### src/rtl/conv_ctrl_pkg.sv
/*
 * constants shared by the converter control block: register map,
 * reset values, field positions and calibration timing.
 * assumes a 100 MHz pclk; the power-up and trim counts derive from that period.
 */
package conv_ctrl_pkg;

   // ********************************************************
   // clock and timing
   // ********************************************************
   localparam int CLK_PERIOD_NS = 10;           // pclk period
   localparam int PWRUP_DELAY_NS = 2000;         // settle before power-on trim
   localparam int PWRUP_DELAY_CYC = (PWRUP_DELAY_NS + CLK_PERIOD_NS - 1) / CLK_PERIOD_NS;
   localparam int TRIM_LEN_NS = 1400;            // length of one trim run
   localparam int TRIM_LEN_CYC = (TRIM_LEN_NS + CLK_PERIOD_NS - 1) / CLK_PERIOD_NS;
   localparam int REQ_LOW_CYC = 8;               // least low time of request
   localparam int REQ_HIGH_CYC = 8;              // request must stay high one cycle more than this
   localparam int CNT_W = 16;                    // width of timing counters

   // ********************************************************
   // register map (byte addresses)
   // ********************************************************
   localparam logic [7:0] STATUS_OFS = 8'h00;
   localparam logic [7:0] FS_ADJ_OFS = 8'h04;
   localparam logic [7:0] INT_STATUS_OFS = 8'h08;
   localparam logic [7:0] INT_MASK_OFS = 8'h0c;

   // ********************************************************
   // field positions and reset values
   // ********************************************************
   localparam int ST_TRIM_BIT = 0;               // status: trim running
   localparam int ST_OOR_BIT = 1;                // status: out of range
   localparam int ST_EXT_BIT = 2;                // status: extended mode
   localparam int ST_PD_BIT = 3;                 // status: powered down
   localparam int ST_FS_LSB = 8;                 // status: applied full scale
   localparam int EV_DONE_BIT = 0;               // event: trim finished
   localparam int EV_OOR_BIT = 1;                // event: out of range began
   localparam int EV_IGN_BIT = 2;                // event: request ignored
   localparam int EV_W = 3;
   localparam logic [7:0] FS_ADJ_RST = 8'h80;
   localparam logic [EV_W-1:0] INT_MASK_RST = 3'h0;
   localparam logic [7:0] FS_NORMAL = 8'hff;     // full amplitude code
   localparam logic [7:0] FS_REDUCED = 8'hc0;    // three quarters amplitude
   localparam logic [7:0] CODE_MIN = 8'h00;
   localparam logic [7:0] CODE_MAX = 8'hff;
   localparam logic [7:0] CODE_MID_LO = 8'h7f;
   localparam logic [7:0] CODE_MID_HI = 8'h80;

   // ********************************************************
   // trim sequencer states
   // ********************************************************
   typedef enum logic [2:0] {
      TS_START, TS_SETTLE, TS_IDLE, TS_ARMED, TS_RUN
   } trim_state_e;

endpackage

### src/rtl/conv_ctrl_if.sv
/*
 * internal carriers between the top and its two helpers.
 * assumes all three sit on the same pclk.
 */
`timescale 1ns/100ps
`default_nettype none

// ********************************************************
// trim sequencer link
// ********************************************************
interface trim_link_if;
   logic busy;        // trim in progress
   logic done;        // one-cycle pulse at trim end
   logic ignored;     // one-cycle pulse: request seen while powered down
   logic powered;     // device is powered down
   modport seq (output busy, output done, output ignored, output powered);
   modport top (input busy, input done, input ignored, input powered);
endinterface

// ********************************************************
// range monitor link
// ********************************************************
interface range_link_if;
   logic oor;         // any bus clipped this sample
   modport mon (output oor);
   modport top (input oor);
endinterface

`default_nettype wire

### src/rtl/conv_ctrl.sv
/*
 * converter control top: self-trim sequencing, out-of-range output,
 * full-scale selection by pin or register, apb register file and
 * interrupt.
 * assumes control pins synchronous to pclk and an apb master.
 */
// Chosen here: the placing of the registers and the APB register port.
`timescale 1ns/100ps
`default_nettype none

module conv_ctrl
   import conv_ctrl_pkg::*;
#(
   parameter int PWRUP_CYC = PWRUP_DELAY_CYC,
   parameter int TRIM_CYC = TRIM_LEN_CYC,
   parameter int IN_W = 10
) (
   // clock and reset
   input wire logic pclk,
   input wire logic presetn,
   // apb slave
   input wire logic psel,
   input wire logic penable,
   input wire logic pwrite,
   input wire logic [7:0] paddr,
   input wire logic [31:0] pwdata,
   output logic [31:0] prdata,
   output logic pready,
   output logic pslverr,
   // control pins
   input wire logic full_scale_select,
   input wire logic extended_control_enable,
   input wire logic trim_request,
   input wire logic power_down_pin,
   // samples in
   input wire logic sample_valid,
   input wire logic [2*IN_W-1:0] sample_diff,
   // converter side outputs
   output logic [15:0] code_out,
   output logic out_of_range_p,
   output logic out_of_range_n,
   output logic self_trim_active,
   output logic powered_down,
   output logic [7:0] full_scale_code,
   // interrupt
   output logic irq
);

   // ********************************************************
   // helpers
   // ********************************************************
   trim_link_if trim_link ();
   range_link_if range_link ();

   // trim sequencing and request filtering
   trim_sequencer #(
      .PWRUP_CYC(PWRUP_CYC),
      .TRIM_CYC(TRIM_CYC)
   ) u_trim (
      .pclk(pclk),
      .presetn(presetn),
      .trim_request(trim_request),
      .power_down_pin(power_down_pin),
      .link(trim_link.seq)
   );

   // code clipping per bus
   range_monitor #(
      .BUSES(2),
      .IN_W(IN_W)
   ) u_range (
      .pclk(pclk),
      .presetn(presetn),
      .sample_valid(sample_valid),
      .sample_diff(sample_diff),
      .code_out(code_out),
      .link(range_link.mon)
   );

   // ********************************************************
   // declarations
   // ********************************************************
   logic [7:0] fs_adj_reg, fs_adj_next;       // software full-scale adjust
   logic [7:0] fs_reg, fs_next;               // applied full scale
   logic [EV_W-1:0] ist_reg, ist_next;        // sticky event bits
   logic [EV_W-1:0] imask_reg, imask_next;    // interrupt enables
   logic oor_reg, oor_next;                   // registered range flag
   logic oor_q_reg, oor_q_next;               // for rising-edge event
   logic [31:0] rdata_reg, rdata_next;        // read data
   logic err_reg, err_next;                   // slave error for this access
   logic [EV_W-1:0] ev_set;                   // event pulses this cycle
   logic wr_en;
   logic setup;
   logic mapped;
   logic [31:0] status_word;

   // ********************************************************
   // apb decode
   // ********************************************************
   // zero-wait slave: read data and error are set up in the setup
   // phase so that they are ready in the access phase
   assign setup = psel && !penable;
   assign wr_en = psel && penable && pwrite && !err_reg;
   assign mapped = (paddr == STATUS_OFS) || (paddr == FS_ADJ_OFS) ||
                   (paddr == INT_STATUS_OFS) || (paddr == INT_MASK_OFS);

   // status word shows the block's own state
   always_comb begin
      status_word = '0;
      status_word[ST_TRIM_BIT] = trim_link.busy;
      status_word[ST_OOR_BIT] = oor_reg;
      status_word[ST_EXT_BIT] = extended_control_enable;
      status_word[ST_PD_BIT] = trim_link.powered;
      status_word[ST_FS_LSB +: 8] = fs_reg;
   end

   // ********************************************************
   // read path and error
   // ********************************************************
   always_comb begin
      rdata_next = rdata_reg;
      err_next = err_reg;
      if (setup) begin
         err_next = !mapped;
         rdata_next = '0;
         if (!pwrite) begin
            case (paddr)
               STATUS_OFS: rdata_next = status_word;
               FS_ADJ_OFS: rdata_next = {24'h000000, fs_adj_reg};
               INT_STATUS_OFS: rdata_next = {29'h0, ist_reg};
               INT_MASK_OFS: rdata_next = {29'h0, imask_reg};
               default: rdata_next = '0;
            endcase
         end
      end
   end

   // ********************************************************
   // writable registers
   // ********************************************************
   always_comb begin
      fs_adj_next = fs_adj_reg;
      imask_next = imask_reg;
      if (wr_en && paddr == FS_ADJ_OFS) begin
         fs_adj_next = pwdata[7:0];
      end
      if (wr_en && paddr == INT_MASK_OFS) begin
         imask_next = pwdata[EV_W-1:0];
      end
   end

   // ********************************************************
   // events and sticky status
   // ********************************************************
   always_comb begin
      ev_set = '0;
      ev_set[EV_DONE_BIT] = trim_link.done;
      ev_set[EV_OOR_BIT] = oor_reg && !oor_q_reg;
      ev_set[EV_IGN_BIT] = trim_link.ignored;
      ist_next = ist_reg;
      if (wr_en && paddr == INT_STATUS_OFS) begin
         ist_next = ist_reg & ~pwdata[EV_W-1:0];
      end
      // a new event beats a clear in the same cycle
      ist_next = ist_next | ev_set;
   end

   // ********************************************************
   // full-scale selection
   // ********************************************************
   // frozen while trimming: the host must leave mode and scale pins
   // alone then, and holding the value keeps a stray change harmless
   always_comb begin
      fs_next = fs_reg;
      if (trim_link.busy) begin
         fs_next = fs_reg;
      end else if (extended_control_enable) begin
         fs_next = fs_adj_reg;
      end else if (full_scale_select) begin
         fs_next = FS_NORMAL;
      end else begin
         fs_next = FS_REDUCED;
      end
   end

   // ********************************************************
   // out-of-range flag
   // ********************************************************
   always_comb begin
      oor_next = range_link.oor;
      oor_q_next = oor_reg;
   end

   // ********************************************************
   // register bank
   // ********************************************************
   always_ff @(posedge pclk or negedge presetn) begin
      if (!presetn) begin
         fs_adj_reg <= FS_ADJ_RST;
         fs_reg <= FS_NORMAL;
         ist_reg <= '0;
         imask_reg <= INT_MASK_RST;
         oor_reg <= 1'b0;
         oor_q_reg <= 1'b0;
         rdata_reg <= '0;
         err_reg <= 1'b0;
      end else begin
         fs_adj_reg <= fs_adj_next;
         fs_reg <= fs_next;
         ist_reg <= ist_next;
         imask_reg <= imask_next;
         oor_reg <= oor_next;
         oor_q_reg <= oor_q_next;
         rdata_reg <= rdata_next;
         err_reg <= err_next;
      end
   end

   // ********************************************************
   // outputs
   // ********************************************************
   assign pready = 1'b1;
   assign prdata = rdata_reg;
   assign pslverr = psel && penable && err_reg;
   // differential pair: high leg and low leg while clipped
   assign out_of_range_p = oor_reg;
   assign out_of_range_n = !oor_reg;
   // host watches this fall before trusting data
   assign self_trim_active = trim_link.busy;
   assign powered_down = trim_link.powered;
   assign full_scale_code = fs_reg;
   assign irq = |(ist_reg & imask_reg);

endmodule // conv_ctrl

`default_nettype wire

### src/rtl/range_monitor.sv
/*
 * per-bus code former: turns the true differential result into an
 * offset-binary code, clips it and flags clipping.
 * assumes samples arrive with a one-cycle valid strobe.
 */
`timescale 1ns/100ps
`default_nettype none

module range_monitor
   import conv_ctrl_pkg::*;
#(
   parameter int BUSES = 2,
   parameter int IN_W = 10
) (
   // clock and reset
   input wire logic pclk,
   input wire logic presetn,
   // samples, signed lsb steps from mid-scale
   input wire logic sample_valid,
   input wire logic [BUSES*IN_W-1:0] sample_diff,
   // codes out
   output logic [BUSES*8-1:0] code_out,
   range_link_if.mon link
);

   logic [BUSES-1:0] clip_reg, clip_next;

   genvar g;
   generate
      for (g = 0; g < BUSES; g++) begin : g_bus
         logic signed [IN_W-1:0] diff;
         logic signed [IN_W+1:0] true_code;   // may fall outside 0..255
         logic [7:0] code_reg, code_next;
         logic dith_reg, dith_next;            // mid-scale alternation
         logic clip_nx;                        // this bus clips, one writer per bit
         assign diff = sample_diff[g*IN_W +: IN_W];
         assign clip_next[g] = clip_nx;

         // ********************************************************
         // code forming and clipping
         // ********************************************************
         always_comb begin
            code_next = code_reg;
            dith_next = dith_reg;
            clip_nx = clip_reg[g];
            if (diff > 0) begin
               true_code = (IN_W+2)'(diff) + (IN_W+2)'(CODE_MID_HI);
            end else begin
               true_code = (IN_W+2)'(diff) + (IN_W+2)'(CODE_MID_LO);
            end
            if (sample_valid) begin
               if (diff == 0) begin
                  // equal inputs wander between the two mid codes
                  code_next = dith_reg ? CODE_MID_HI : CODE_MID_LO;
                  dith_next = !dith_reg;
                  clip_nx = 1'b0;
               end else if (true_code < 0) begin
                  code_next = CODE_MIN;
                  clip_nx = 1'b1;
               end else if (true_code > (IN_W+2)'(CODE_MAX)) begin
                  code_next = CODE_MAX;
                  clip_nx = 1'b1;
               end else begin
                  code_next = true_code[7:0];
                  clip_nx = 1'b0;
               end
            end
         end

         // code and dither registers
         always_ff @(posedge pclk or negedge presetn) begin
            if (!presetn) begin
               code_reg <= CODE_MID_LO;
               dith_reg <= 1'b0;
            end else begin
               code_reg <= code_next;
               dith_reg <= dith_next;
            end
         end
         assign code_out[g*8 +: 8] = code_reg;
      end
   endgenerate

   // clip flags held until the next sample
   always_ff @(posedge pclk or negedge presetn) begin
      if (!presetn) begin
         clip_reg <= '0;
      end else begin
         clip_reg <= clip_next;
      end
   end

   // either or both buses clipped
   assign link.oor = |clip_reg;

endmodule // range_monitor

`default_nettype wire

### src/rtl/trim_sequencer.sv
/*
 * self-trim sequencer: power-on trim after a settle delay and
 * on-command trim from a filtered request pin.
 * assumes request and power-down pins are synchronous to pclk.
 */
`timescale 1ns/100ps
`default_nettype none

module trim_sequencer
   import conv_ctrl_pkg::*;
#(
   parameter int PWRUP_CYC = PWRUP_DELAY_CYC,
   parameter int TRIM_CYC = TRIM_LEN_CYC
) (
   // clock and reset
   input wire logic pclk,
   input wire logic presetn,
   // pins
   input wire logic trim_request,
   input wire logic power_down_pin,
   // to top
   trim_link_if.seq link
);

   trim_state_e state_reg, state_next;
   logic [CNT_W-1:0] cnt_reg, cnt_next;     // settle / high / run counter
   logic [CNT_W-1:0] low_reg, low_next;     // saturating low-time count
   logic req_q_reg, req_q_next;             // request one cycle ago
   logic done_reg, done_next;
   logic ign_reg, ign_next;

   // ********************************************************
   // next-state logic
   // ********************************************************
   // only clock edges are counted, so a clock that starts late merely
   // shifts the whole sequence in time and leaves it unchanged
   always_comb begin
      state_next = state_reg;
      cnt_next = cnt_reg;
      req_q_next = trim_request;
      done_next = 1'b0;
      ign_next = 1'b0;
      // low time counts only while awake; asleep the filter restarts
      if (trim_request || power_down_pin) begin
         low_next = '0;
      end else if (low_reg < CNT_W'(REQ_LOW_CYC)) begin
         low_next = low_reg + 1'b1;
      end else begin
         low_next = low_reg;
      end
      case (state_reg)
         TS_START: begin
            // pin caught at the first edge after release
            if (trim_request) begin
               state_next = TS_IDLE;
            end else begin
               state_next = TS_SETTLE;
               cnt_next = '0;
            end
         end
         TS_SETTLE: begin
            // delay counter frozen while held in power down
            if (!power_down_pin) begin
               if (cnt_reg >= CNT_W'(PWRUP_CYC - 1)) begin
                  state_next = TS_RUN;
                  cnt_next = '0;
               end else begin
                  cnt_next = cnt_reg + 1'b1;
               end
            end
         end
         TS_IDLE: begin
            if (trim_request && !req_q_reg && power_down_pin) begin
               ign_next = 1'b1;
            end else if (trim_request && !req_q_reg &&
                         low_reg >= CNT_W'(REQ_LOW_CYC)) begin
               state_next = TS_ARMED;
               cnt_next = CNT_W'(1);
            end
         end
         TS_ARMED: begin
            // a short pulse or sleep abandons the request
            if (!trim_request || power_down_pin) begin
               state_next = TS_IDLE;
               ign_next = power_down_pin;
            end else if (cnt_reg >= CNT_W'(REQ_HIGH_CYC)) begin
               state_next = TS_RUN;
               cnt_next = '0;
            end else begin
               cnt_next = cnt_reg + 1'b1;
            end
         end
         TS_RUN: begin
            // power down cannot cut a run short
            if (cnt_reg >= CNT_W'(TRIM_CYC - 1)) begin
               state_next = TS_IDLE;
               done_next = 1'b1;
            end else begin
               cnt_next = cnt_reg + 1'b1;
            end
         end
         default: begin
            state_next = TS_IDLE;
         end
      endcase
   end

   // ********************************************************
   // state registers
   // ********************************************************
   always_ff @(posedge pclk or negedge presetn) begin
      if (!presetn) begin
         state_reg <= TS_START;
         cnt_reg <= '0;
         low_reg <= '0;
         req_q_reg <= 1'b0;
         done_reg <= 1'b0;
         ign_reg <= 1'b0;
      end else begin
         state_reg <= state_next;
         cnt_reg <= cnt_next;
         low_reg <= low_next;
         req_q_reg <= req_q_next;
         done_reg <= done_next;
         ign_reg <= ign_next;
      end
   end

   // ********************************************************
   // outputs
   // ********************************************************
   assign link.busy = (state_reg == TS_RUN);
   assign link.done = done_reg;
   assign link.ignored = ign_reg;
   // sleep is deferred until the run completes
   assign link.powered = power_down_pin && (state_reg != TS_RUN);

endmodule // trim_sequencer

`default_nettype wire

### config.mk
export PLATFORM = sky130hd
export DESIGN_NAME = conv_ctrl
export DESIGN_NICKNAME = d
export VERILOG_FILES = /design/src/rtl/conv_ctrl_pkg.sv /design/src/rtl/conv_ctrl_if.sv /design/src/rtl/conv_ctrl.sv /design/src/rtl/range_monitor.sv /design/src/rtl/trim_sequencer.sv
export SDC_FILE = /design/constraint.sdc
export NUM_CORES = 1
export LEC_CHECK = 0
export ABC_AREA = 1
export BUFFER_PORTS_ARGS = -buffer_cell sky130_fd_sc_hd__clkbuf_2
export CAP_MARGIN = 10
export CORE_ASPECT_RATIO = 0.5
export CORE_MARGIN = 3
export CORE_UTILIZATION = 42
export CTS_BUF_LIST = sky130_fd_sc_hd__clkbuf_16
export DETAILED_ROUTE_END_ITERATION = 6
export MAX_ROUTING_LAYER = met4
export PLACE_DENSITY = 0.63
export RECOVER_POWER = 100
export SLEW_MARGIN = 20
export SYNTH_ARGS = -nofsm -noshare
export SYNTH_HDL_FRONTEND = slang
export SYNTH_HIERARCHICAL = 1
export SYNTH_SLANG_ARGS = --single-unit
### constraint.sdc
create_clock -name pclk -period 4.3 [get_ports pclk]
set_clock_uncertainty 0.15 [all_clocks]
set_input_delay 0.43 -clock pclk [delete_from_list [all_inputs] [get_ports pclk]]
set_output_delay 0.43 -clock pclk [all_outputs]
set_load 0.01 [all_outputs]
# Word-level counts from Yosys, hierarchy flattened
# Index checks and enable logic that the tools add are counted.
[classes]
add_sub_neg = 6
multipliers = 0
div_mod_pow = 0
order_cmp = 11
eq_ne = 17
shifts = 0
n_mux = 46
bitwise_logic = 4
n_reduce_logical = 39
[ops]
columns = ["op", "n"]
rows = [
  ["2-to-1 mux 16 bit", 11],
  ["case mux 16 bit (5 select lines)", 1],
  ["2-to-1 mux 8 bit", 9],
  ["zero test 32 bit", 2],
  ["case mux 16 bit (4 select lines)", 1],
  ["adder 16 x 1 -> 16 bit (second input constant)", 2],
  [">= comparator 16 x 4 -> 1 bit (second input constant)", 2],
  [">= comparator 16 x 8 -> 1 bit (second input constant)", 2],
  ["greater-than comparator 12 x 8 -> 1 bit (second input constant)", 2],
  ["< comparator 12 x 1 -> 1 bit (second input constant)", 2],
  ["2-to-1 mux 12 bit", 2],
  ["2-to-1 mux 3 bit", 8],
  ["adder 10 x 8 -> 11 bit (second input constant)", 2],
  ["adder 10 x 9 -> 11 bit (second input constant)", 2],
  ["greater-than comparator 10 x 1 -> 1 bit (second input constant)", 2],
  ["== test 8 x 4 -> 1 bit (second input constant)", 2],
  ["< comparator 16 x 4 -> 1 bit (second input constant)", 1],
  ["case mux 3 bit (5 select lines)", 1],
  ["logical AND 1 bit", 13],
  ["2-to-1 mux 1 bit", 10],
  ["!= test 2 bit (second input constant)", 5],
  ["zero test 1 bit", 9],
  ["== test 8 x 3 -> 1 bit (second input constant)", 1],
  ["zero test 8 bit", 1],
  ["21 further kinds", 30],
]
[word_totals]
regBits = 115
latch_bits = 0
ramBits = 0
mem_bits_ro = 0
in_bits = 70
out_inout_bits = 63
word_cells = 142
memories = 0

# Longest topological paths before layout
# Gate-level depths: netlist of the first run.
[depth]
word_depth = 6
mapped_depth = 15
ltp_nobuf = 15

# Modules after synthesis
# Netlist of the first run, hierarchy kept.
[by_module_without_submodules]
columns = ["mod", "instances", "cells_per_inst", "area_each_um2", "seq_area_each_um2"]
rows = [
  ["trim_sequencer", 1, 285, 2107.0, 950.9],
  ["conv_ctrl", 1, 257, 2045.7, 1037.2],
  ["range_monitor", 1, 249, 1664.1, 518.0],
]

# Least setup slack after synthesis of the first run
# No wires, ideal clock.
[synth_timing]
kind = "input to register"
startpoint = "in sample_diff[10]"
endpoint = "reg u_range.g_bus[1].code_reg[7]"
setup_time_ns = 0.116
t_arrival_ns = 1.588
t_required_ns = 4.034
slack_ns = 2.446
cell_stages = 15
path_buffers = 0
path_cell_list = "inv_1 ha_1 inv_1 nor2_1 nand3_2 nor2_2 nor2_4 nand2_4 nand2_2 nor2_8 nand2_2 nand2_1 nand2_1 nand2_1 nand2_1"
[synth_between]
elab_chain_cells = 6
elab_cells_between_ends = 10
cone_classes = "add/sub: 2; order compare: 3; mux: 4; reduce/logical: 1"
[synth_rtl]
columns = ["item", "line", "source"]
rows = [
  ["start: declaration", "conv_ctrl.sv:37", "input wire logic [2*IN_W-1:0] sample_diff,"],
  ["adder 10 x 8 -> 11 bit, or another cell as far along", "range_monitor.sv:49", "true_code = (IN_W+2)'(diff) + (IN_W+2)'(CODE_MID_LO);"],
  ["2-to-1 mux 12 bit", "range_monitor.sv:46", "if (diff > 0) begin"],
  ["greater-than comparator 12 x 8 -> 1 bit", "range_monitor.sv:60", "end else if (true_code > (IN_W+2)'(CODE_MAX)) begin"],
  ["2-to-1 mux 8 bit", "range_monitor.sv:60", ""],
  ["2-to-1 mux 8 bit", "range_monitor.sv:57", "end else if (true_code < 0) begin"],
  ["2-to-1 mux 8 bit *", "range_monitor.sv:52", "if (diff == 0) begin"],
  ["end signal: assignment", "range_monitor.sv:76", "code_reg <= code_next;"],
  ["end: declaration", "range_monitor.sv:33", "logic [7:0] code_reg, code_next;"],
]
# Every way passes the cells marked *; elsewhere a longest branch is shown, timed or not.
# A chain may end at the register's enable or synchronous reset.

# Final worst setup path of the first run
[layout_timing]
startpoint = "reg u_trim.cnt_reg[10]"
endpoint = "reg u_trim.cnt_reg[0]"
[layout_between]
elab_chain_cells = 4
elab_cells_between_ends = 10
cone_classes = "order compare: 3; eq/ne: 1; mux: 5; reduce/logical: 1"
[layout_rtl]
columns = ["item", "line", "source"]
rows = [
  ["start: declaration", "trim_sequencer.sv:26", "logic [CNT_W-1:0] cnt_reg, cnt_next;"],
  ["start signal: assignment", "trim_sequencer.sv:121", "cnt_reg <= cnt_next;"],
  [">= comparator 16 x 4 -> 1 bit / >= comparator 16 x 8 -> 1 bit (equally long branches)", "trim_sequencer.sv:86, trim_sequencer.sv:64", ""],
  ["2-to-1 mux 16 bit (on tied branches)", "trim_sequencer.sv:86, trim_sequencer.sv:64", ""],
  ["2-to-1 mux 16 bit (on tied branches)", "trim_sequencer.sv:83, trim_sequencer.sv:63", ""],
  ["case mux 16 bit (5 select lines)", "trim_sequencer.sv:51", "case (state_reg)"],
]
# Several ways; a longest one is shown, not always the timed one. The select of a mux whose other input is x is not followed.

==> results of run 1 <==
[area by class of cell]
cell class              instances  area (µm²)  share of cell area [%]
diodes                          1        2.50                  0.0384
clock buffers                   9         225                    3.46
clock inverters                 7        70.1                    1.08
inverters                     110         415                    6.38
multi-input cells             566        2650                    40.7
flip-flops and latches         99        2510                    38.5
well taps                     186         233                    3.57
repair buffers                 92         410                    6.30
[metal layers]
metal,vias up,global-route usage (%),wire [µm]
met5,-,-,0
met4,0,4.78,99
met3,7,3.40,673
met2,132,28.4,5320
met1,2234,22.8,6210
li1,2603,-,-
[cell usage in the layout, fill, tap and decap left out, drive strengths merged, types with 17 or more instances in the layout]
master,count
a21oi,21
dfrtp,76
nor2,106
o21ai,33
nand2,256
clkbuf,100
inv,110
nand3,81
dfstp,23
conb,17
[metrics by stage]
stage	hold slack, ps	worst slack (ps)	total power, mW	util (%)
after floorplan	-15.6	2450	1.56	-
after global placement	253	2100	1.72	48.5
after detailed placement	267	2090	1.73	48.5
after CTS	80.4	1890	2.54	50.7
after global routing	150	1240	2.63	49.7
final	153	1580	2.46	49.7
[worst register-to-register path: stages, from the launching register on]
cell and delay [ps]:
sky130_fd_sc_hd__dfrtp_1 380, sky130_fd_sc_hd__nor2_1 120, sky130_fd_sc_hd__nand2_1 70, sky130_fd_sc_hd__nor2_1 530
sky130_fd_sc_hd__nand3_1 150, sky130_fd_sc_hd__nand2_1 220, sky130_fd_sc_hd__inv_1 70, sky130_fd_sc_hd__nor2_1 740
sky130_fd_sc_hd__nand2_1 120, sky130_fd_sc_hd__nand2_1 100
[final timing paths]
check                      cells past startpoint                      endpoint  slack (ps)          startpoint
setup / recovery                               9             u_trim/cnt_reg[0]        1580  u_trim/cnt_reg[10]
hold / removal                                 3                 fs_adj_reg[7]         150           pwdata[7]
setup reg to reg                               9             u_trim/cnt_reg[0]        1580  u_trim/cnt_reg[10]
hold reg to reg                                1                    ist_reg[1]         270           oor_q_reg
max in group asynchronous                      2  u_range/g_bus[1].code_reg[3]        2370             presetn
min in group asynchronous                      1                       err_reg         390             presetn
[power groups by stage]
stage | combinational, mW | clock [mW] | sequential [mW]
after floorplan | 0.457 | 0 | 1.10
after global placement | 0.610 | 0 | 1.11
after detailed placement | 0.618 | 0 | 1.11
after CTS | 0.620 | 0.825 | 1.09
after global routing | 0.671 | 0.860 | 1.10
final | 0.583 | 0.791 | 1.09
[cell families (layout without fill, tap and decap cells)]
kind of cell	count (synthesis)	after routing	share of synthesized area, %
buf+inv	141	218	10.9
compound gates	63	63	6.22
other cells	2	18	0.129
fa+ha+maj	10	10	2.15
flops	99	99	43.1
xor+xnor	10	10	1.51
simple gates	466	466	36.0
==> reports/qor.json, run 1 <==
{
  "global_route": {
    "grt_first_pass_wirelength_mm": 21.4,
    "overflow_left_after_global_routing": 0,
    "grt_max_degree": 70,
    "number_of_global_route_vias_before_repair": 4719,
    "initial_antenna_violation_count": 1,
    "global_route_usage_sum_pct": 17.5
  },
  "finish": {
    "final_layout_net_count": 958,
    "final_design_area_no_fill_um2": 6510,
    "layout.cells.non_filler": 1070,
    "drive_gt1_share_pct": 14.0,
    "layout.filler_cells": 1363,
    "area_delta_synth_final_pct": 12.0
  },
  "clocking": {
    "clock_sinks": 99,
    "tritoncts.num_buffers": 9,
    "cts_htree_levels": 3,
    "post_cts.repair.setup_buffers": 0,
    "cts.root.buffer_cell": "sky130_fd_sc_hd__clkbuf_16",
    "clock_tree.buffer_depth": 2,
    "cts.reportedPaths.clkPinSlew_ps": 70,
    "clk_latency_ps": 340,
    "clock_tree_from_tritoncts": "built",
    "ctsResizeCount": 0,
    "holdBufCountCts": 0
  },
  "setup_path": {
    "crit_path_start_kind": "flip-flop",
    "critPathSlowestCell": "sky130_fd_sc_hd__nor2_1",
    "worst_ep_required_time_ps": 4420,
    "ordered_cell_list_for_the_critical_path": "nor2_1 > nand2_1 > nor2_1 > nand3_1 > nand2_1 > inv_1 > nor2_1 > nand2_1 > nand2_1",
    "timing.critical_path.fanout_max": 13,
    "worstPathArrival_ps": 2840,
    "worst_setup_end_kind": "flip-flop",
    "critical_path.n_buffers_inverters": 1,
    "cp_common_cell": "sky130_fd_sc_hd__nand2_1",
    "worst-setup-path-type": "reg2reg",
    "critPathMaxStageDelay_ps": 740,
    "critical_path.top_delay_family": "simple AND/OR/NAND/NOR gates"
  },
  "detailed_routing": {
    "post-route-drc-count": 0,
    "vias_per_instance": 4.65,
    "iteration_0_drc_markers": 335,
    "wirelength_mm": 12.3,
    "wirelength_per_cell_um": 11.5,
    "vias": 4976,
    "drt.antenna.violating_nets": 0,
    "drt_first_pass_iters": 4
  },
  "synth": {
    "top_flip_flop_cell_by_instance_count_after_synthesis": "sky130_fd_sc_hd__dfrtp_1",
    "syn-instance-count": 791,
    "synth-edff-count": 0,
    "average_size_of_a_mapped_cell_um2": 7.35,
    "synth_warnings": 6,
    "synthArstFlopShare_pct": 100,
    "yosys.cell_types.count": 46,
    "synth.area.top_cells": "sky130_fd_sc_hd__dfrtp_1 (33%), sky130_fd_sc_hd__nand2_1 (15%), sky130_fd_sc_hd__dfstp_2 (10%)",
    "seq_area_frac_synth_pct": 43.1,
    "synth_seq_cells": 99,
    "synth_cell_area_um2": 5820,
    "synth.largest_area_cell": "sky130_fd_sc_hd__dfrtp_1",
    "synthTopCellsByCount": "sky130_fd_sc_hd__nand2_1 (240), sky130_fd_sc_hd__inv_1 (94), sky130_fd_sc_hd__nor2_1 (90)",
    "synth_top_cell_area_share_pct": 32.7,
    "synth_most_common_cell": "sky130_fd_sc_hd__nand2_1"
  },
  "timing": {
    "slew_viol_final": 70,
    "timing_hold_violations_final": 0,
    "maximum_operating_frequency_ghz": 0.368,
    "rsz0062_at_grt": "no",
    "final_period_minus_worst_setup_slack_ps": 2720,
    "finalSetupViolations": 0,
    "max_slew_margin_pct": -13.6,
    "final.setup.tns_ps": 0,
    "tightest_slew_ps": 1700,
    "final_min_period_over_clock_period_pct": 63.2
  },
  "job": {
    "drv.max_cap_violation_count": 1
  },
  "floorplan": {
    "overall_die_area_um2": 15400,
    "num_io_pins": 133,
    "die_width_um": 172,
    "floorplan.initialDensity_pct": 44.4,
    "num_rows": 29,
    "fp.coreArea_um2": 13100,
    "die-height_um": 89.2
  },
  "power": {
    "p_clk_share_pct": 32.1,
    "power_switching_share_pct": 33.3,
    "power.static_leakage_nw": 3.36,
    "peak_ir_drop_on_the_vdd_network_v": 0.000272,
    "pwr_density_cell_nw_per_um2": 378,
    "sequential_share_of_power_pct": 44.2,
    "share_comb_of_total_power_pct": 23.7,
    "total_switching_power_uw": 820,
    "power.internal_mw": 1.64
  },
  "placement": {
    "postPlaceCellArea_um2": 6350,
    "place_hpwl_mm": 9.23,
    "numPortBuffers": 91,
    "numPlacedInstances": 1053,
    "gp_routability_congestion": 0.902
  },
  "status": {
    "status": "finished, violations left",
    "failing_checks": "capacitance limit, slew limit"
  },
  "worst_hold_path": {
    "min-delay-path-class": "in2reg"
  }
}
Power figures use the tool's default switching activity.
==> run 2, diff against run 1 <==
==> constraint.sdc (replaced) <==
create_clock -name pclk -period 2.7 [get_ports pclk]
set_clock_uncertainty 0.15 [all_clocks]
set_input_delay 0.27 -clock pclk [delete_from_list [all_inputs] [get_ports pclk]]
set_output_delay 0.27 -clock pclk [all_outputs]
set_load 0.01 [all_outputs]
==> run 2 against run 1 <==
Net effect: the run now ends clean; die area unchanged; register-to-register slack worse by 1100 ps; cell count increased by 0.47%; non-clock buffer count rose by 6; core utilization is 0.22 points higher; wire length about the same; worst hold slack worse by 130 ps; cell area grew 0.44%; worst setup slack got worse by 1200 ps; flip-flop and latch count is the same; critical path type is now reg2out; critical endpoint is now powered_down; highest routed layer unchanged.
==> reports/qor.json, run 2 (synthesized netlist as in run 1, its figures left out) <==
{
  "status": {
    "status": "complete, no violations"
  },
  "floorplan": {
    "num_rows": 29,
    "overall_die_area_um2": 15400,
    "num_io_pins": 133,
    "die_width_um": 172,
    "fp.coreArea_um2": 13100,
    "floorplan.initialDensity_pct": 44.4,
    "die-height_um": 89.2
  },
  "timing": {
    "rsz0062_at_grt": "no",
    "maximum_operating_frequency_ghz": 0.439,
    "fin_worst_hold_slack_ps": 19.7,
    "max_slew_margin_pct": 11.2,
    "final_min_period_over_clock_period_pct": 84.4,
    "final.setup.tns_ps": 0,
    "setup_ws_ps": 421,
    "tightest_slew_ps": 1330,
    "finalSetupViolations": 0,
    "timing_hold_violations_final": 0,
    "slew_viol_final": 0,
    "final_period_minus_worst_setup_slack_ps": 2280
  },
  "power": {
    "peak_ir_drop_on_the_vdd_network_v": 0.000308,
    "power.static_leakage_nw": 3.38,
    "post-layout-total-power_mw": 3.84,
    "pwr_density_cell_nw_per_um2": 587
  },
  "finish": {
    "drive_gt1_share_pct": 13.8,
    "final_design_area_no_fill_um2": 6540,
    "insertedDiodeCount": 0,
    "area_delta_synth_final_pct": 12.5,
    "final_util_pct": 49.9,
    "layout.cells.non_filler": 1075,
    "most_common_cell_after_layout_fill_and_taps_aside": "sky130_fd_sc_hd__nand2_1",
    "most_used_cells_in_the_layout_excluding_fill_and_tap_cells": "sky130_fd_sc_hd__nand2_1 (248), sky130_fd_sc_hd__inv_1 (97), sky130_fd_sc_hd__nor2_1 (96)",
    "final_layout_net_count": 964
  },
  "setup_path": {
    "worst_ep_required_time_ps": 2280,
    "timing.critical_path.fanout_max": 14,
    "worstPathArrival_ps": 1860,
    "worst_setup_end_kind": "primary output",
    "worst-setup-path-type": "reg2out",
    "crit_path_start_kind": "flip-flop"
  },
  "clocking": {
    "clock_sinks": 99,
    "clock_tree_from_tritoncts": "built",
    "cts.reportedPaths.clkPinSlew_ps": 70,
    "tritoncts.num_buffers": 9,
    "post_cts.repair.setup_buffers": 0,
    "cts_htree_levels": 3,
    "clk_latency_ps": 340,
    "cts.root.buffer_cell": "sky130_fd_sc_hd__clkbuf_16",
    "clock_tree.buffer_depth": 2
  },
  "detailed_routing": {
    "vias": 5023,
    "drt_first_pass_iters": 5,
    "drt.antenna.violating_nets": 0,
    "post-route-drc-count": 0,
    "wirelength_per_cell_um": 11.4,
    "vias_per_instance": 4.67,
    "wirelength_mm": 12.3,
    "iteration_0_drc_markers": 347
  },
  "global_route": {
    "initial_antenna_violation_count": 0,
    "overflow_left_after_global_routing": 0,
    "grt_max_degree": 100,
    "grt_first_pass_wirelength_mm": 21.1,
    "number_of_global_route_vias_before_repair": 4752,
    "global_route_usage_sum_pct": 17.2
  },
  "worst_hold_path": {
    "min-delay-path-class": "in2reg"
  },
  "placement": {
    "pre_cts_ws_ps": 646,
    "gp_routability_congestion": 0.904,
    "numPlacedInstances": 1056,
    "place_hpwl_mm": 9.14,
    "postPlaceCellArea_um2": 6390,
    "numPortBuffers": 91
  },
  "job": {
    "drv.max_cap_violation_count": 0
  }
}
[run 2: metal layers]
layer | vias up | GRT usage [%] | share of wire (%)
li1 | 2621 | - | -
met1 | 2254 | 21.5 | 49
met2 | 141 | 29.1 | 44
met3 | 7 | 3.89 | 5.8
met4 | 0 | 3.77 | 0.72
met5 | - | - | 0
[run 2: repair_timing]
item | 4_1_cts | 5_1_grt
gates resized for setup | 0 | 0
endpoints found under the setup margin | 0 | 0
endpoints found under the hold margin | 78 | 0
hold buffers | 3 | 0
[run 2: area by class of cell]
type	instances	area, µm²
Fill cell	1327	6560
Clock inverter	7	51.3
Tap cell	186	233
Clock buffer	9	225
Sequential cell	99	2510
Multi-Input combinational cell	566	2640
Timing Repair Buffer	98	469
Inverter	110	417
[run 2: worst paths after layout]
| kind | startpoint | end | slack (ps) | cells after the start |
|---|---|---|---|---|
| worst max register to register | u_trim/cnt_reg[0] | u_trim/cnt_reg[0] | 460 | 10 |
| worst max-delay path | u_trim/state_reg[2] | powered_down | 420 | 4 |
| max in group asynchronous | presetn | u_range/g_bus[1].code_reg[7] | 810 | 3 |
| worst min register to register | oor_q_reg | ist_reg[1] | 280 | 1 |
| min in group asynchronous | presetn | err_reg | 700 | 3 |
| worst min-delay path | pwdata[4] | fs_adj_reg[4] | 20 | 3 |
[run 2: power by group]
part	internal, mW	total (mW)	switching [mW]	leakage [nW]
logic	0.276	0.915	0.639	2.00
clock network	0.631	1.20	0.564	0.129
registers	1.62	1.73	0.112	1.25
total	2.53	3.84	1.32	3.38
[run 2: worst max-delay path: stages (launching register included)]
cell	delay, ps
sky130_fd_sc_hd__dfrtp_1	510
sky130_fd_sc_hd__inv_4	90
sky130_fd_sc_hd__nor3_4	510
sky130_fd_sc_hd__nor2_1	210
sky130_fd_sc_hd__clkbuf_1	190
==> run 3, diff against run 2 <==
==> constraint.sdc (replaced) <==
create_clock -name pclk -period 2.1 [get_ports pclk]
set_clock_uncertainty 0.15 [all_clocks]
set_input_delay 0.21 -clock pclk [delete_from_list [all_inputs] [get_ports pclk]]
set_output_delay 0.21 -clock pclk [all_outputs]
set_load 0.01 [all_outputs]
==> run 3 against run 2 <==
Net effect: register-to-register slack worse by 300 ps; global-route usage rose by 0.44 points; sequential power is 28% higher; via count rose by 0.64%.
==> reports/qor.json, run 3 (synthesized netlist as in run 1, its figures left out) <==
{
  "clocking": {
    "cts.root.buffer_cell": "sky130_fd_sc_hd__clkbuf_16",
    "tritoncts.num_buffers": 9,
    "clock_tree_from_tritoncts": "built",
    "cts.reportedPaths.clkPinSlew_ps": 70,
    "clk_latency_ps": 350,
    "clock_tree.buffer_depth": 2,
    "clock_sinks": 99,
    "cts_htree_levels": 3
  },
  "floorplan": {
    "overall_die_area_um2": 15400,
    "die-height_um": 89.2,
    "die_width_um": 172,
    "num_io_pins": 133,
    "num_rows": 29,
    "fp.coreArea_um2": 13100,
    "floorplan.initialDensity_pct": 44.4
  },
  "setup_path": {
    "crit_path_start_kind": "flip-flop",
    "timing.reg2reg.setup_slack_ps": 160,
    "worst-setup-path-type": "reg2out",
    "worst_setup_end_kind": "primary output",
    "timing.critical_path.fanout_max": 8,
    "worst_ep_required_time_ps": 1740,
    "worstPathArrival_ps": 1630
  },
  "placement": {
    "pre_cts_ws_ps": 199,
    "numPortBuffers": 91,
    "numPlacedInstances": 1062,
    "gp_routability_congestion": 0.890,
    "place_hpwl_mm": 9.56,
    "postPlaceCellArea_um2": 6430
  },
  "detailed_routing": {
    "vias": 5055,
    "drt.antenna.violating_nets": 0,
    "wirelength_per_cell_um": 11.4,
    "drt_first_pass_iters": 5,
    "wirelength_mm": 12.4,
    "post-route-drc-count": 0,
    "vias_per_instance": 4.63,
    "iteration_0_drc_markers": 260
  },
  "power": {
    "peak_ir_drop_on_the_vdd_network_v": 0.000455,
    "power_switching_share_pct": 32.6,
    "total_switching_power_mw": 1.73,
    "share_comb_of_total_power_pct": 24.6,
    "p_clk_share_pct": 33.7,
    "pwr_density_cell_nw_per_um2": 787,
    "sequential_share_of_power_pct": 41.7,
    "post-layout-total-power_mw": 5.31,
    "power.internal_mw": 3.58,
    "power.static_leakage_nw": 3.49
  },
  "global_route": {
    "grt_max_degree": 48,
    "global_route_usage_sum_pct": 17.7,
    "grt_first_pass_wirelength_mm": 21.4,
    "overflow_left_after_global_routing": 0,
    "initial_antenna_violation_count": 0,
    "number_of_global_route_vias_before_repair": 4795
  },
  "timing": {
    "timing_hold_violations_final": 0,
    "final.setup.tns_ps": 0,
    "max_slew_margin_pct": 55.3,
    "final_min_period_over_clock_period_pct": 94.8,
    "maximum_operating_frequency_ghz": 0.502,
    "final_period_minus_worst_setup_slack_ps": 1990,
    "fin_worst_hold_slack_ps": 38.7,
    "finalSetupViolations": 0,
    "tightest_slew_ps": 671,
    "rsz0062_at_grt": "no",
    "slew_viol_final": 0,
    "setup_ws_ps": 109
  },
  "finish": {
    "layout.cells.non_filler": 1091,
    "drive_gt1_share_pct": 15.4,
    "final_design_area_no_fill_um2": 6750,
    "insertedDiodeCount": 0,
    "layout.filler_cells": 1360,
    "area_delta_synth_final_pct": 16.1,
    "final_util_pct": 51.5,
    "most_used_cells_in_the_layout_excluding_fill_and_tap_cells": "sky130_fd_sc_hd__nand2_1 (246), sky130_fd_sc_hd__inv_1 (96), sky130_fd_sc_hd__nor2_1 (94)",
    "most_common_cell_after_layout_fill_and_taps_aside": "sky130_fd_sc_hd__nand2_1",
    "final_layout_net_count": 980
  },
  "job": {
    "drv.max_cap_violation_count": 0
  },
  "worst_hold_path": {
    "min-delay-path-class": "in2reg"
  },
  "status": {
    "status": "complete, no violations"
  }
}
-- run 3: cell count changes in the layout (fill, tap and decap cells not counted), sizes merged --
cell | previous run | this run
clkinvlp | 3 | 2
buf | 4 | 7
clkbuf | 100 | 104
clkinv | 4 | 3
dlygate4sd3 | 3 | 12
bufinv | 0 | 2
-- run 3: repair_timing --
item / 4_1_cts / 5_1_grt
gates resized for setup: 1 / 0
setup buffers: 0 / 1
hold buffers: 12 / 0
endpoints found under the setup margin: 1 / 1
cloned: 0 / 0
pin swaps: 1 / 1
endpoints found under the hold margin: 53 / 0
-- run 3: critical path, cell delays in order (launching register included) --
cell and delay, ps:
sky130_fd_sc_hd__dfrtp_1 450, sky130_fd_sc_hd__buf_4 180, sky130_fd_sc_hd__nor3_4 220, sky130_fd_sc_hd__buf_4 200, sky130_fd_sc_hd__nor2_1 90, sky130_fd_sc_hd__clkbuf_2 140
-- run 3: power groups by stage --
| stage | logic (mW) | clock network, mW | registers, mW |
|---|---|---|---|
| after floorplan | 0.935 | 0 | 2.26 |
| after global placement | 1.33 | 0 | 2.26 |
| after detailed placement | 1.35 | 0 | 2.27 |
| after CTS | 1.37 | 1.86 | 2.24 |
| after global routing | 1.50 | 1.93 | 2.24 |
| final | 1.31 | 1.79 | 2.22 |
-- run 3: cell type report --
cell class	instances	area (µm²)	area share [%]
clock inverter	7	98.8	1.46
timing repair buffer	114	608	9.01
inverter	110	417	6.17
sequential	99	2510	37.1
clock buffer	9	225	3.34
tap	186	233	3.45
multi-input combinational	566	2660	39.4
-- run 3: worst paths after layout --
check / from / to / cells past startpoint
worst max-delay path: u_trim/state_reg[0] / powered_down / 5
worst min-delay path: sample_valid / u_range/clip_reg[0] / 2
worst max register to register: u_trim/cnt_reg[0] / u_trim/cnt_reg[8] / 10
worst min register to register: oor_q_reg / ist_reg[1] / 1
max in group asynchronous: presetn / u_range/g_bus[1].dith_reg / 3
min in group asynchronous: presetn / err_reg / 2
-- run 3: per-layer routing --
| layer | wire (µm) | up-vias | track usage (%) |
|---|---|---|---|
| li1 | - | 2661 | - |
| met1 | 6200 | 2253 | 22.6 |
| met2 | 5390 | 127 | 28.5 |
| met3 | 660 | 14 | 3.80 |
| met4 | 191 | 0 | 5.50 |
| met5 | 0 | - | - |
